File: src/trip_pkg.sv
// Constants for the direct local trip logic
package trip_pkg;
  // Clock
  localparam int CLK_PERIOD_NS = 4;
  // Time base of all settable times: one tick is 10 ms
  localparam int TICK_NS = 10_000_000;
  localparam int TICK_CYCLES = TICK_NS / CLK_PERIOD_NS;
  // Setting widths
  localparam int CUR_W = 12;
  localparam int SET_W = 12;
  // Trip delay range, 0.00 to 30.00 s, in 10 ms ticks
  localparam int TRIP_DELAY_MAX_S = 30;
  localparam logic [SET_W-1:0] TRIP_DELAY_MAX =
    SET_W'(TRIP_DELAY_MAX_S * (1_000_000_000 / TICK_NS));
  localparam logic [SET_W-1:0] TRIP_DELAY_RESET = 12'h000;
  // Release levels in 0.1 A: 25.0 A for 1 A inputs, 125.0 A for 5 A
  localparam logic [CUR_W-1:0] LVL_MAX_1A = 12'h0fa;
  localparam logic [CUR_W-1:0] LVL_MAX_5A = 12'h4e2;
  localparam logic [CUR_W-1:0] LVL_RESET = 12'h000;
  // Trip sequencer states
  typedef enum logic [1:0]
  {
    ST_IDLE  = 2'b00,
    ST_DELAY = 2'b01,
    ST_TRIP  = 2'b10
  } trip_state_type;
endpackage

File: src/timer_if.sv
// Carrier between the trip sequencer and its tick timers
`timescale 1ns/1ns
`default_nettype none
interface timer_if #(parameter int LW = 12);
  logic          start;
  logic [LW-1:0] load;
  logic          expired;
  modport ctrl (output start, output load, input expired);
  modport tmr  (input start, input load, output expired);
endinterface
`default_nettype wire

File: src/tick_timer.sv
// Countdown timer in 10 ms ticks
`timescale 1ns/1ns
`default_nettype none
module tick_timer #(
  parameter int TICK_CYCLES = trip_pkg::TICK_CYCLES,
  parameter int LW          = trip_pkg::SET_W
)
(
  input  wire logic clk,
  input  wire logic rst_n,
  timer_if.tmr      t
);
  import trip_pkg::*;

  localparam int PW = $clog2(TICK_CYCLES + 1);
  localparam logic [PW-1:0] PRE_LAST = PW'(TICK_CYCLES - 1);

  logic [PW-1:0] pre_r;
  logic [PW-1:0] pre_nxt;
  logic [LW-1:0] cnt_r;
  logic [LW-1:0] cnt_nxt;
  logic          run_r;
  logic          run_nxt;

  always_comb
  begin
    pre_nxt = pre_r;
    cnt_nxt = cnt_r;
    run_nxt = run_r;
    if (t.start)
    begin
      pre_nxt = '0;
      cnt_nxt = t.load;
      run_nxt = 1'b1;
    end
    else if (run_r && cnt_r != '0)
    begin
      if (pre_r == PRE_LAST)
      begin
        pre_nxt = '0;
        cnt_nxt = cnt_r - 1'b1;
      end
      else
      begin
        pre_nxt = pre_r + 1'b1;
      end
    end
  end

  always_ff @(posedge clk or negedge rst_n)
  begin
    if (!rst_n)
    begin
      pre_r <= '0;
      cnt_r <= '0;
      run_r <= 1'b0;
    end
    else
    begin
      pre_r <= pre_nxt;
      cnt_r <= cnt_nxt;
      run_r <= run_nxt;
    end
  end

  // Expired once the loaded count has run down
  assign t.expired = run_r && (cnt_r == '0) && !t.start;
endmodule
`default_nettype wire

File: src/direct_local_trip_logic.sv
// Direct local trip: enable, block, current release, delay and hold
// Operation
// RULE_01 - On/off setting; when off no trip from the external input.
// RULE_02 - Asserted block input suppresses trips from the external input.
// RULE_03 - Trip released only when phase and ground currents exceed levels.
// RULE_04 - Trip delayed by settable time 0 to 30 s, default zero.
// RULE_05 - Same delay applies to the remote trip receive path.
// RULE_06 - Issued trip held at least the minimum trip hold time.
// RULE_07 - Function exists only when enabled in the functional scope.
// RULE_08 - Phase release level 0..25 A (1 A) or 0..125 A (5 A).
// RULE_09 - Ground release level has the same ranges and zero default.
// RULE_10 - Indications for function switched off and function blocked.
// RULE_11 - External device asserts one input for three-phase trip.
// RULE_12 - Trip raised as alarm and routed to output relays.
// RULE_13 - Trip ends only after input removed and hold time elapsed.
`timescale 1ns/1ns
`default_nettype none
module direct_local_trip_logic #(
  parameter int TICK_CYCLES = trip_pkg::TICK_CYCLES,
  parameter int RELAY_N     = 4
)
(
  input  wire logic                         clk,
  input  wire logic                         rst_n,
  input  wire logic                         external_trip_input,
  input  wire logic                         block_input,
  input  wire logic                         remote_direct_trip,
  input  wire logic                         scope_enabled,
  input  wire logic                         function_enable_setting,
  input  wire logic                         rated_5a,
  input  wire logic [trip_pkg::SET_W-1:0]   trip_delay_setting,
  input  wire logic [trip_pkg::SET_W-1:0]   min_trip_hold_time,
  input  wire logic [trip_pkg::CUR_W-1:0]   phase_release_level,
  input  wire logic [trip_pkg::CUR_W-1:0]   ground_current_release_level,
  input  wire logic [trip_pkg::CUR_W-1:0]   phase_a_current,
  input  wire logic [trip_pkg::CUR_W-1:0]   phase_b_current,
  input  wire logic [trip_pkg::CUR_W-1:0]   phase_c_current,
  input  wire logic [trip_pkg::CUR_W-1:0]   ground_current,
  input  wire logic [RELAY_N-1:0]           relay_route,
  output logic                              trip_command_out,
  output logic                              trip_alarm,
  output logic [RELAY_N-1:0]                relay_out,
  output logic                              function_off_flag,
  output logic                              function_blocked_flag
);
  import trip_pkg::*;

  // Two-stage synchronisers for the external trip and block inputs
  logic ext_s1_r;
  logic ext_s1_nxt;
  logic ext_s2_r;
  logic ext_s2_nxt;
  logic blk_s1_r;
  logic blk_s1_nxt;
  logic blk_s2_r;
  logic blk_s2_nxt;

  always_comb
  begin
    ext_s1_nxt = external_trip_input;
    ext_s2_nxt = ext_s1_r;
    blk_s1_nxt = block_input;
    blk_s2_nxt = blk_s1_r;
  end

  always_ff @(posedge clk or negedge rst_n)
  begin
    if (!rst_n)
    begin
      ext_s1_r <= 1'b0;
      ext_s2_r <= 1'b0;
      blk_s1_r <= 1'b0;
      blk_s2_r <= 1'b0;
    end
    else
    begin
      ext_s1_r <= ext_s1_nxt;
      ext_s2_r <= ext_s2_nxt;
      blk_s1_r <= blk_s1_nxt;
      blk_s2_r <= blk_s2_nxt;
    end
  end

  // Setting clamps
  logic [CUR_W-1:0] lvl_max;
  logic [CUR_W-1:0] ph_lvl;
  logic [CUR_W-1:0] gnd_lvl;
  logic [SET_W-1:0] delay_ticks;

  always_comb
  begin
    if (rated_5a)
    begin
      lvl_max = LVL_MAX_5A; // RULE_08
    end
    else
    begin
      lvl_max = LVL_MAX_1A; // RULE_08
    end
    if (phase_release_level > lvl_max)
    begin
      ph_lvl = lvl_max; // RULE_08
    end
    else
    begin
      ph_lvl = phase_release_level;
    end
    if (ground_current_release_level > lvl_max)
    begin
      gnd_lvl = lvl_max; // RULE_09
    end
    else
    begin
      gnd_lvl = ground_current_release_level;
    end
    if (trip_delay_setting > TRIP_DELAY_MAX)
    begin
      delay_ticks = TRIP_DELAY_MAX; // RULE_04
    end
    else
    begin
      delay_ticks = trip_delay_setting;
    end
  end

  // Phases compared for release
  localparam int PH_N = 3;

  // Per-phase release comparators
  logic [CUR_W-1:0] ph_cur [PH_N];
  logic [PH_N-1:0]  ph_over;

  assign ph_cur[0] = phase_a_current;
  assign ph_cur[1] = phase_b_current;
  assign ph_cur[2] = phase_c_current;

  for (genvar i = 0; i < PH_N; i++)
  begin : g_phase
    assign ph_over[i] = ph_cur[i] > ph_lvl; // RULE_03
  end

  // Arming, current release and requests
  logic armed;
  logic blocked;
  logic ph_rel;
  logic gnd_rel;
  logic local_req;
  logic remote_req;
  logic req;

  always_comb
  begin
    armed = scope_enabled && function_enable_setting; // RULE_01 RULE_07
    blocked = armed && blk_s2_r; // RULE_02
    ph_rel = |ph_over; // RULE_03
    gnd_rel = ground_current > gnd_lvl;
    local_req = ext_s2_r && ph_rel && gnd_rel; // RULE_03 RULE_11
    remote_req = remote_direct_trip; // RULE_05
    req = armed && !blocked && (local_req || remote_req); // RULE_01 RULE_02
  end

  // Delay and hold timers
  timer_if #(.LW(SET_W)) dly_t ();
  timer_if #(.LW(SET_W)) hld_t ();

  tick_timer #(.TICK_CYCLES(TICK_CYCLES), .LW(SET_W)) u_delay
  (
    .clk   (clk),
    .rst_n (rst_n),
    .t     (dly_t)
  );

  tick_timer #(.TICK_CYCLES(TICK_CYCLES), .LW(SET_W)) u_hold
  (
    .clk   (clk),
    .rst_n (rst_n),
    .t     (hld_t)
  );

  // Release condition for the trip
  logic hold_done;

  assign hold_done = hld_t.expired && !ext_s2_r && !remote_req; // RULE_13

  // Trip sequencer
  trip_state_type st_r;
  trip_state_type st_nxt;

  always_comb
  begin
    st_nxt = st_r;
    dly_t.start = 1'b0;
    dly_t.load = delay_ticks;
    hld_t.start = 1'b0;
    hld_t.load = min_trip_hold_time;
    case (st_r)
      ST_IDLE:
      begin
        if (req)
        begin
          if (delay_ticks == '0)
          begin
            st_nxt = ST_TRIP;
            hld_t.start = 1'b1; // RULE_06
          end
          else
          begin
            st_nxt = ST_DELAY;
            dly_t.start = 1'b1; // RULE_04 RULE_05
          end
        end
      end
      ST_DELAY:
      begin
        if (!req)
        begin
          st_nxt = ST_IDLE;
        end
        else if (dly_t.expired)
        begin
          st_nxt = ST_TRIP; // RULE_04
          hld_t.start = 1'b1; // RULE_06
        end
      end
      ST_TRIP:
      begin
        if (hold_done)
        begin
          st_nxt = ST_IDLE; // RULE_13
        end
      end
      default:
      begin
        st_nxt = ST_IDLE;
      end
    endcase
  end

  // State register
  always_ff @(posedge clk or negedge rst_n)
  begin
    if (!rst_n)
    begin
      st_r <= ST_IDLE;
    end
    else
    begin
      st_r <= st_nxt;
    end
  end

  // Trip outputs
  logic                trip_nxt;
  logic [RELAY_N-1:0]  relay_nxt;

  always_comb
  begin
    trip_nxt = (st_nxt == ST_TRIP); // RULE_06 RULE_13
  end

  for (genvar r = 0; r < RELAY_N; r++)
  begin : g_relay
    assign relay_nxt[r] = trip_nxt && relay_route[r]; // RULE_12
  end

  always_ff @(posedge clk or negedge rst_n)
  begin
    if (!rst_n)
    begin
      trip_command_out <= 1'b0;
      trip_alarm <= 1'b0;
      relay_out <= '0;
    end
    else
    begin
      trip_command_out <= trip_nxt;
      trip_alarm <= trip_nxt; // RULE_12
      relay_out <= relay_nxt;
    end
  end

  // Status flags
  logic off_nxt;
  logic blk_nxt;

  always_comb
  begin
    off_nxt = !armed; // RULE_10
    blk_nxt = blocked; // RULE_10
  end

  always_ff @(posedge clk or negedge rst_n)
  begin
    if (!rst_n)
    begin
      function_off_flag <= 1'b1;
      function_blocked_flag <= 1'b0;
    end
    else
    begin
      function_off_flag <= off_nxt;
      function_blocked_flag <= blk_nxt;
    end
  end
endmodule
`default_nettype wire

File: config.mk
export PLATFORM = sky130hd
export DESIGN_NAME = direct_local_trip_logic
export DESIGN_NICKNAME = d
export VERILOG_FILES = /design/src/trip_pkg.sv /design/src/timer_if.sv /design/src/tick_timer.sv /design/src/direct_local_trip_logic.sv
export SDC_FILE = /design/constraint.sdc
export NUM_CORES = 1
export LEC_CHECK = 0
export BUFFER_PORTS_ARGS = -buffer_cell sky130_fd_sc_hd__buf_2
export CAP_MARGIN = 20
export CORE_MARGIN = 1
export CORE_UTILIZATION = 55
export CTS_CLUSTER_SIZE = 16
export DETAILED_ROUTE_END_ITERATION = 8
export PLACE_DENSITY_LB_ADDON = 0.08
export SYNTH_ARGS = -nofsm -noshare
export SYNTH_HDL_FRONTEND = slang
export SYNTH_SLANG_ARGS = --single-unit
File: constraint.sdc
create_clock -name clk -period 3.6 [get_ports clk]
set_input_delay 0.18 -clock clk [delete_from_list [all_inputs] [get_ports clk]]
set_output_delay 0.18 -clock clk [all_outputs]
set_load 0.1 [all_outputs]
==> results of run 1 <==
repair_timing:
item,in CTS,in global routing
hold buffers,3,1
hold endpoints to repair,3,56
pin swaps,2,20
setup endpoints to repair,1,77
resized for setup,2,43
gates cloned,0,1
setup buffers,0,6
flip-flops by register name, summed over array words and instances, names as in the netlist, 2 cells and up:
| signal | cells |
|---|---|
| u_hold.cnt_r | 12 |
| u_delay.pre_r | 22 |
| u_delay.cnt_r | 12 |
| st_r | 2 |
| relay_out | 4 |
| u_hold.pre_r | 22 |
layer usage:
metal	vias to the layer above	GRT usage, %	part of all wire, %
met3	16	4.924	4.7
li1	2788	-	-
met4	0	6.556	1.3
met2	178	48.11	51
met1	2731	33.62	43
met5	-	0	0
cells in the mapped netlist (5+ instances only):
master / number / area share [%]
nand2_1: 57 / 3.5
ha_1: 52 / 11
o31ai_1: 5 / 0.62
nor4_1: 10 / 1.0
o211ai_1: 5 / 0.62
inv_1: 20 / 1.2
a2bb2oi_1: 18 / 2.6
mux2i_1: 10 / 1.6
nand3b_1: 5 / 0.62
a21oi_1: 29 / 2.4
nand2b_1: 9 / 0.93
clkbuf_1: 6 / 0.37
buf_6: 5 / 0.93
o21ai_0: 29 / 2.4
and3_1: 17 / 1.8
o21a_1: 5 / 0.62
nor3_1: 39 / 3.2
xor2_1: 32 / 4.6
nor2_1: 59 / 3.6
xnor2_1: 18 / 2.6
nor4b_1: 5 / 0.72
and4_1: 8 / 1.2
nand3_1: 27 / 2.2
nand4_1: 21 / 2.2
nor2b_1: 12 / 1.2
a31oi_1: 5 / 0.52
and2_1: 5 / 0.52
dfrtp_1: 82 / 34
worst max path at each step:
stage	slack [ns]	from	end
after detailed placement	-0.34	rated_5a	u_hold.pre_r[15]
after floorplan	0.004	rated_5a	u_delay.cnt_r[11]
after global routing	-0.07	rated_5a	u_hold.cnt_r[2]
after global placement	-0.24	rated_5a	u_hold.pre_r[15]
after CTS	0.007	rated_5a	u_hold.pre_r[15]
final	0.03	rated_5a	u_hold.cnt_r[0]
metrics by stage:
stage,hold slack (ns),setup TNS [ns],instance area (sq um),setup WS (ns)
global placement,0.2888,-12.68,7086,-0.2378
floorplan,-0.1156,0,6091,0.003989
CTS,0.003306,0,7343,0.006853
finish,0.02309,0,7645,0.03280
global route,0.003512,-1.326,7645,-0.07437
detailed placement,0.2902,-19.45,7086,-0.3374
critical path: stages:
cell and delay [ns]:
buf_4 0.13, ha_4 0.24, o21ai_2 0.06, nand2b_1 0.10, a21oi_2 0.16, o21ai_1 0.11
a211oi_2 0.31, a31oi_2 0.10, buf_4 0.18, mux2i_4 0.20, ha_2 0.21, maj3_2 0.29
a32oi_1 0.17, a21oi_1 0.10, nor3_1 0.24, buf_4 0.16, o21bai_4 0.11, buf_6 0.15
a22oi_2 0.28, clkbuf_16 0.24, a2bb2oi_2 0.13
cells by family (layout without fill, tap and decap cells):
| logic type | count (synthesis) | count (layout) | share of synthesized area, % |
|---|---|---|---|
| AO/OA/AOI/OAI | 132 | 132 | 15.84 |
| XOR/XNOR | 50 | 50 | 7.216 |
| adder cells (fa/ha/maj) | 54 | 54 | 11.05 |
| buffers and inverters | 36 | 202 | 3.154 |
| flip-flops | 83 | 83 | 34.25 |
| multiplexers | 11 | 11 | 1.835 |
| other | 1 | 4 | 0.06180 |
| AND/OR/NAND/NOR | 298 | 298 | 26.60 |
power by group through the flow:
stage / sequential [mW] / combinational (mW) / clock (mW)
after floorplan: 1.27 / 0.482 / 0
final: 1.29 / 0.786 / 0.753
after global placement: 1.30 / 0.689 / 0
after detailed placement: 1.30 / 0.725 / 0
after global routing: 1.32 / 0.882 / 0.805
after CTS: 1.29 / 0.735 / 0.770
layout make-up:
class	count	area (sq um)	share of cell area, %
Sequential cell	83	2078	27.18
Inverter	20	75.07	0.9820
Clock inverter	6	87.58	1.146
Tap cell	136	170.2	2.226
Clock buffer	10	137.6	1.800
Timing Repair Buffer	166	1085	14.19
Multi-Input combinational cell	549	4011	52.47
==> results by group, run 1 <==
Worst setup path
  • Setup crit end kind: flip-flop
  • RR Endpoint: u_delay.cnt_r[11]
  • Worst-path fanout max: 8
  • Critical Path RT: 3.88 ns
  • FF-to-FF setup slack: 0.61 ns
  • Setup CP Type: input port to flip-flop
  • Worst Setup Start Kind: input port
  • FF-to-FF Start: u_delay.cnt_r[3]
  • R2R cell count: 8
  • Worst path arrival time: 3.85 ns

Min path
  • Worst Hold Depth: 2
  • Worst hold start: function_enable_setting
  • HP Class: input port to flip-flop
  • Endpoint, Worst Hold: function_off_flag

Finish
  • Commonest non-fill, non-tap cells in the layout: buf_2 (113), dfrtp_1 (82), nor2_1 (59)
  • Final nets: 989
  • Filler cells: 771
  • Commonest non-fill, non-tap cell in the layout: buf_2
  • Final Core Density: 72.75%
  • Layout cells sized above 1: 27.94%
  • Area growth from synthesis to layout: 25.98%
  • Non-Filler Instances: 970
  • Ant diodes: 0

Die
  • Die ar.: 11460 sq um
  • Initial Utilization: 57.74%
  • Die Span Y: 107.0 um
  • Top-level I/O count: 116
  • Core Box Area: 10510 sq um
  • Die W: 107.0 um
  • Row cnt: 37

Detailed routing
  • Vias per cell: 5.890
  • Vias: 5713
  • Antenna viol nets, final: 0
  • DRT Pass-1 Iters: 5
  • Iter 0 DRT Violations: 285
  • WL final: 15.82 mm
  • Routed wire per std cell: 16.31 um
  • DRC: 0

Clocking
  • Clock buffer depth: 2
  • CTS tree: done
  • TritonCTS Sinks: 83
  • TritonCTS Buffers: 9
  • CTS Root Cell: clkbuf_8
  • Worst-path clk slew: 0.09 ns
  • Clk_lat worst skew: 0.35 ns
  • H-tree depth: 3

Yosys
  • #FFs+latches synth: 83
  • Syn. warnings: 0
  • Synthesized instance count: 665
  • Synth cell types: 70
  • Most used DFF post-synth: dfrtp_1
  • Post-synth EDFFs: 0
  • Mapped Avg Cell Area: 9.125 sq um
  • Asr flop ratio synth: 100.0%
  • Post-Syn Area: 6068 sq um
  • Seq/Total Area, Yosys: 34.25%

Pwr
  • Pwr/cell area: 370.8 nW/um^2
  • Int Power: 1.890 mW
  • Switching Share: 33.32%
  • Switch Pwr: 0.9444 mW
  • Seq pwr share: 45.7%
  • Leakage power: 3.390 nW
  • Design Power: 2.834 mW
  • Max rail drop VDD: 0.0002777 V
  • Combinational share of power: 27.7%
  • Clk pwr share: 26.6%

STA
  • Final min period: 3.567 ns
  • Setup Skew: 0.009823 ns
  • Final setup fails: 0
  • Fmax: 280.3 MHz
  • Final period utilization: 99.09%
  • Worst-margin pin slew: 0.7219 ns
  • Final Slew Violations: 0
  • Relative max-transition margin: 51.70%
  • Final Hold Viols: 0

Global route
  • Pin count of the biggest net entering global routing: 84
  • First-pass GRT wire length: 24.92 mm
  • Total GRT Usage: 26.99%
  • Initial antenna violation count: 0
  • Congestion Overflow GR: 0
  • Vias in the first global route: 5586

Placed design
  • Post-DP HPWL: 11.58 mm
  • GPL Wtd Cong: 0.9398
  • Placed Cells incl. Taps: 943
  • IO Port Bufs: 115

Flow run
  • Max-cap violation count: 0

Run status
  • Status: finished, final reports clean
Power figures use the tool's default switching activity.
==> run 2, diff against run 1 <==
- CORE_MARGIN: 1 -> 5
- CORE_UTILIZATION: 55 -> 51
- clock period: 3.6 -> 2.95 ns (I/O delays scaled with it)
==> run 2 against run 1 <==
Effect of this change:
- the run now ends with negative setup slack left
- routed wire length is 13% higher
- hold slack better by 0.0014 ns
- first-iteration DRC count is 60% higher
- combinational power is 48% higher
- clock skew is 0.0035 ns lower
- count of clock-buffer cells in the layout is 2 higher
- final cell count is 4.4% higher
- sequential power is 24% higher
- power is 42% higher
==> results by group, run 2 (synthesized netlist as in run 1, its figures left out) <==
Run status
  • Status: finished with violations
  • Failing checks: negative setup slack

Pwr
  • Max rail drop VDD: 0.0002496 V
  • Pwr/cell area: 473.7 nW/um^2
  • Leakage power: 3.688 nW

STA
  • Final period utilization: 113.0%
  • Final min period: 3.335 ns
  • Worst-margin pin slew: 0.8747 ns
  • Worst setup margin: -0.3850 ns
  • Setup Skew: 0.006347 ns
  • Setup TNS: -22.95 ns
  • Fmax: 299.9 MHz
  • Unrepaired setup endpoints after global routing: true
  • Final setup fails: 77
  • Final Hold Viols: 0
  • Final Slew Violations: 0
  • Relative max-transition margin: 41.07%

Worst setup path
  • Critical Path RT: 3.16 ns
  • Crit-path max cell delay: 0.29 ns
  • CP Depth: 21
  • Worst path arrival time: 3.54 ns
  • Worst-path fanout max: 5
  • FF-to-FF setup slack: 0.14 ns
  • FF-to-FF Start: u_delay.cnt_r[3]
  • Setup crit end kind: flip-flop
  • R2R cell count: 8
  • Crit path to: u_delay.cnt_r[9]
  • Worst Setup Start Kind: input port
  • Critical Path Start: phase_release_level[3]
  • Slowest cell on the critical path: a211oi_4
  • Buf/Inv on CP: 5
  • Crit-path cells: buf_8 > ha_4 > o21ai_2 > nand2b_1 > a21oi_2 > o21ai_2 > a211oi_4 > buf_4 > nor2b_4 > ha_4 > nor2b_4 > o21a_1 > o21a_1 > o2111ai_1 > a31oi_1 > o21bai_4 > buf_6 > o31ai_4 > buf_6 > buf_12 > a2bb2oi_2
  • Setup CP Type: input port to flip-flop
  • CP delay by family, top: compound AO/OA/AOI/OAI gates
  • RR Endpoint: u_hold.pre_r[21]

Global route
  • Total GRT Usage: 25.02%
  • Pin count of the biggest net entering global routing: 84
  • Initial antenna violation count: 0
  • Congestion Overflow GR: 0
  • First-pass GRT wire length: 29.57 mm
  • Vias in the first global route: 6154

Die
  • Initial Utilization: 52.47%
  • Core Box Area: 11560 sq um
  • Row cnt: 39
  • Die W: 119.1 um
  • Die ar.: 14180 sq um
  • Top-level I/O count: 116
  • Die Span Y: 119.1 um

Finish
  • Layout cells sized above 1: 37.24%
  • Commonest non-fill, non-tap cells in the layout: buf_2 (112), dfrtp_1 (82), buf_4 (66)
  • Commonest non-fill, non-tap cell in the layout: buf_2
  • Top Registers: u_delay.pre_r: 22 flops, u_hold.pre_r: 22 flops
  • Filler cells: 848
  • Final nets: 1025
  • Ant diodes: 0
  • Area growth from synthesis to layout: 40.31%
  • Final instance area: 8514 sq um

Clocking
  • TritonCTS Buffers: 9
  • CTS tree: done
  • H-tree depth: 3
  • CTS Root Cell: clkbuf_16
  • Clock buffer depth: 2
  • Clk_lat worst skew: 0.33 ns
  • Worst-path clk slew: 0.06 ns
  • TritonCTS Sinks: 83

Detailed routing
  • DRC: 0
  • DRT Pass-1 Iters: 5
  • Antenna viol nets, final: 0
  • Routed wire per std cell: 17.62 um
  • Vias: 5957
  • Vias per cell: 5.881
  • WL final: 17.85 mm
  • Iter 0 DRT Violations: 457

Placed design
  • IO Port Bufs: 115
  • GPL Wtd Cong: 0.9367
  • DP Area: 7405 sq um
  • Post-DP HPWL: 12.27 mm

Min path
  • HP Class: input port to flip-flop

Flow run
  • Max-cap violation count: 0
run 2: what timing repair did:
| item | CTS | global route |
|---|---|---|
| resized for setup | 65 | 23 |
| setup endpoints to repair | 77 | 77 |
| gates cloned | 3 | 2 |
| hold buffers | 2 | 1 |
| buffers inserted | 19 | 6 |
| pin swaps | 34 | 11 |
| endpoints found under the hold margin | 2 | 29 |
run 2: worst min-delay path by stage:
| stage | start | end | slack, ns | cells past startpoint |
|---|---|---|---|---|
| floorplan | rst_n | blk_s1_r | -0.15 | 0 |
| global placement | block_input | blk_s1_r | 0.26 | 1 |
| detailed placement | block_input | blk_s1_r | 0.26 | 1 |
| CTS | function_enable_setting | function_off_flag | 0.009 | 2 |
| global route | scope_enabled | function_off_flag | 0.01 | 2 |
| finish | relay_route[0] | relay_out[0] | 0.02 | 3 |
run 2: cell type report:
type | instances | area [sq um] | area share, %
repair buffers | 201 | 1420 | 16.68
well taps | 143 | 178.9 | 2.101
multi-input cells | 550 | 4427 | 51.99
clock inverters | 4 | 98.84 | 1.161
flip-flops and latches | 83 | 2078 | 24.41
clock buffers | 12 | 236.5 | 2.777
inverters | 20 | 75.07 | 0.8817
run 2: report_power, final:
group / total (mW) / switching [mW] / internal (mW)
logic: 1.16 / 0.575 / 0.584
registers: 1.60 / 0.250 / 1.34
clock network: 1.28 / 0.448 / 0.830
run 2: worst reg2reg max path, delay by kind of cell (launching register included):
| family | cells | cell delay, ns |
|---|---|---|
| compound gates | 2 | 0.38 |
| flops | 1 | 0.42 |
| buf+inv | 2 | 0.30 |
| simple gates | 4 | 1.59 |
run 2: metrics by stage:
step           instances  util [%]  power (mW)  hold slack, ns  setup slack [ns]
2_1_floorplan        668         -       2.231         -0.1481           -0.2924
3_3_place_gp         967     64.03       2.545          0.2565           -0.6880
3_5_place_dp         967     64.03       2.596          0.2568           -0.7835
4_1_cts             1005     71.61       3.981        0.009411           -0.3544
5_1_grt             1013     73.62       4.251         0.01364           -0.5707
6_report            1013     73.62       4.033         0.02449           -0.3850
run 2: routing by layer:
metal  vias to the layer above  part of all wire [%]  track usage, %
met1                      2863                    44           33.26
met5                         -                     0               0
met4                         0                   2.3           8.472
li1                       2866                     -               -
met2                       199                    48           41.47
met3                        29                   5.3           4.218
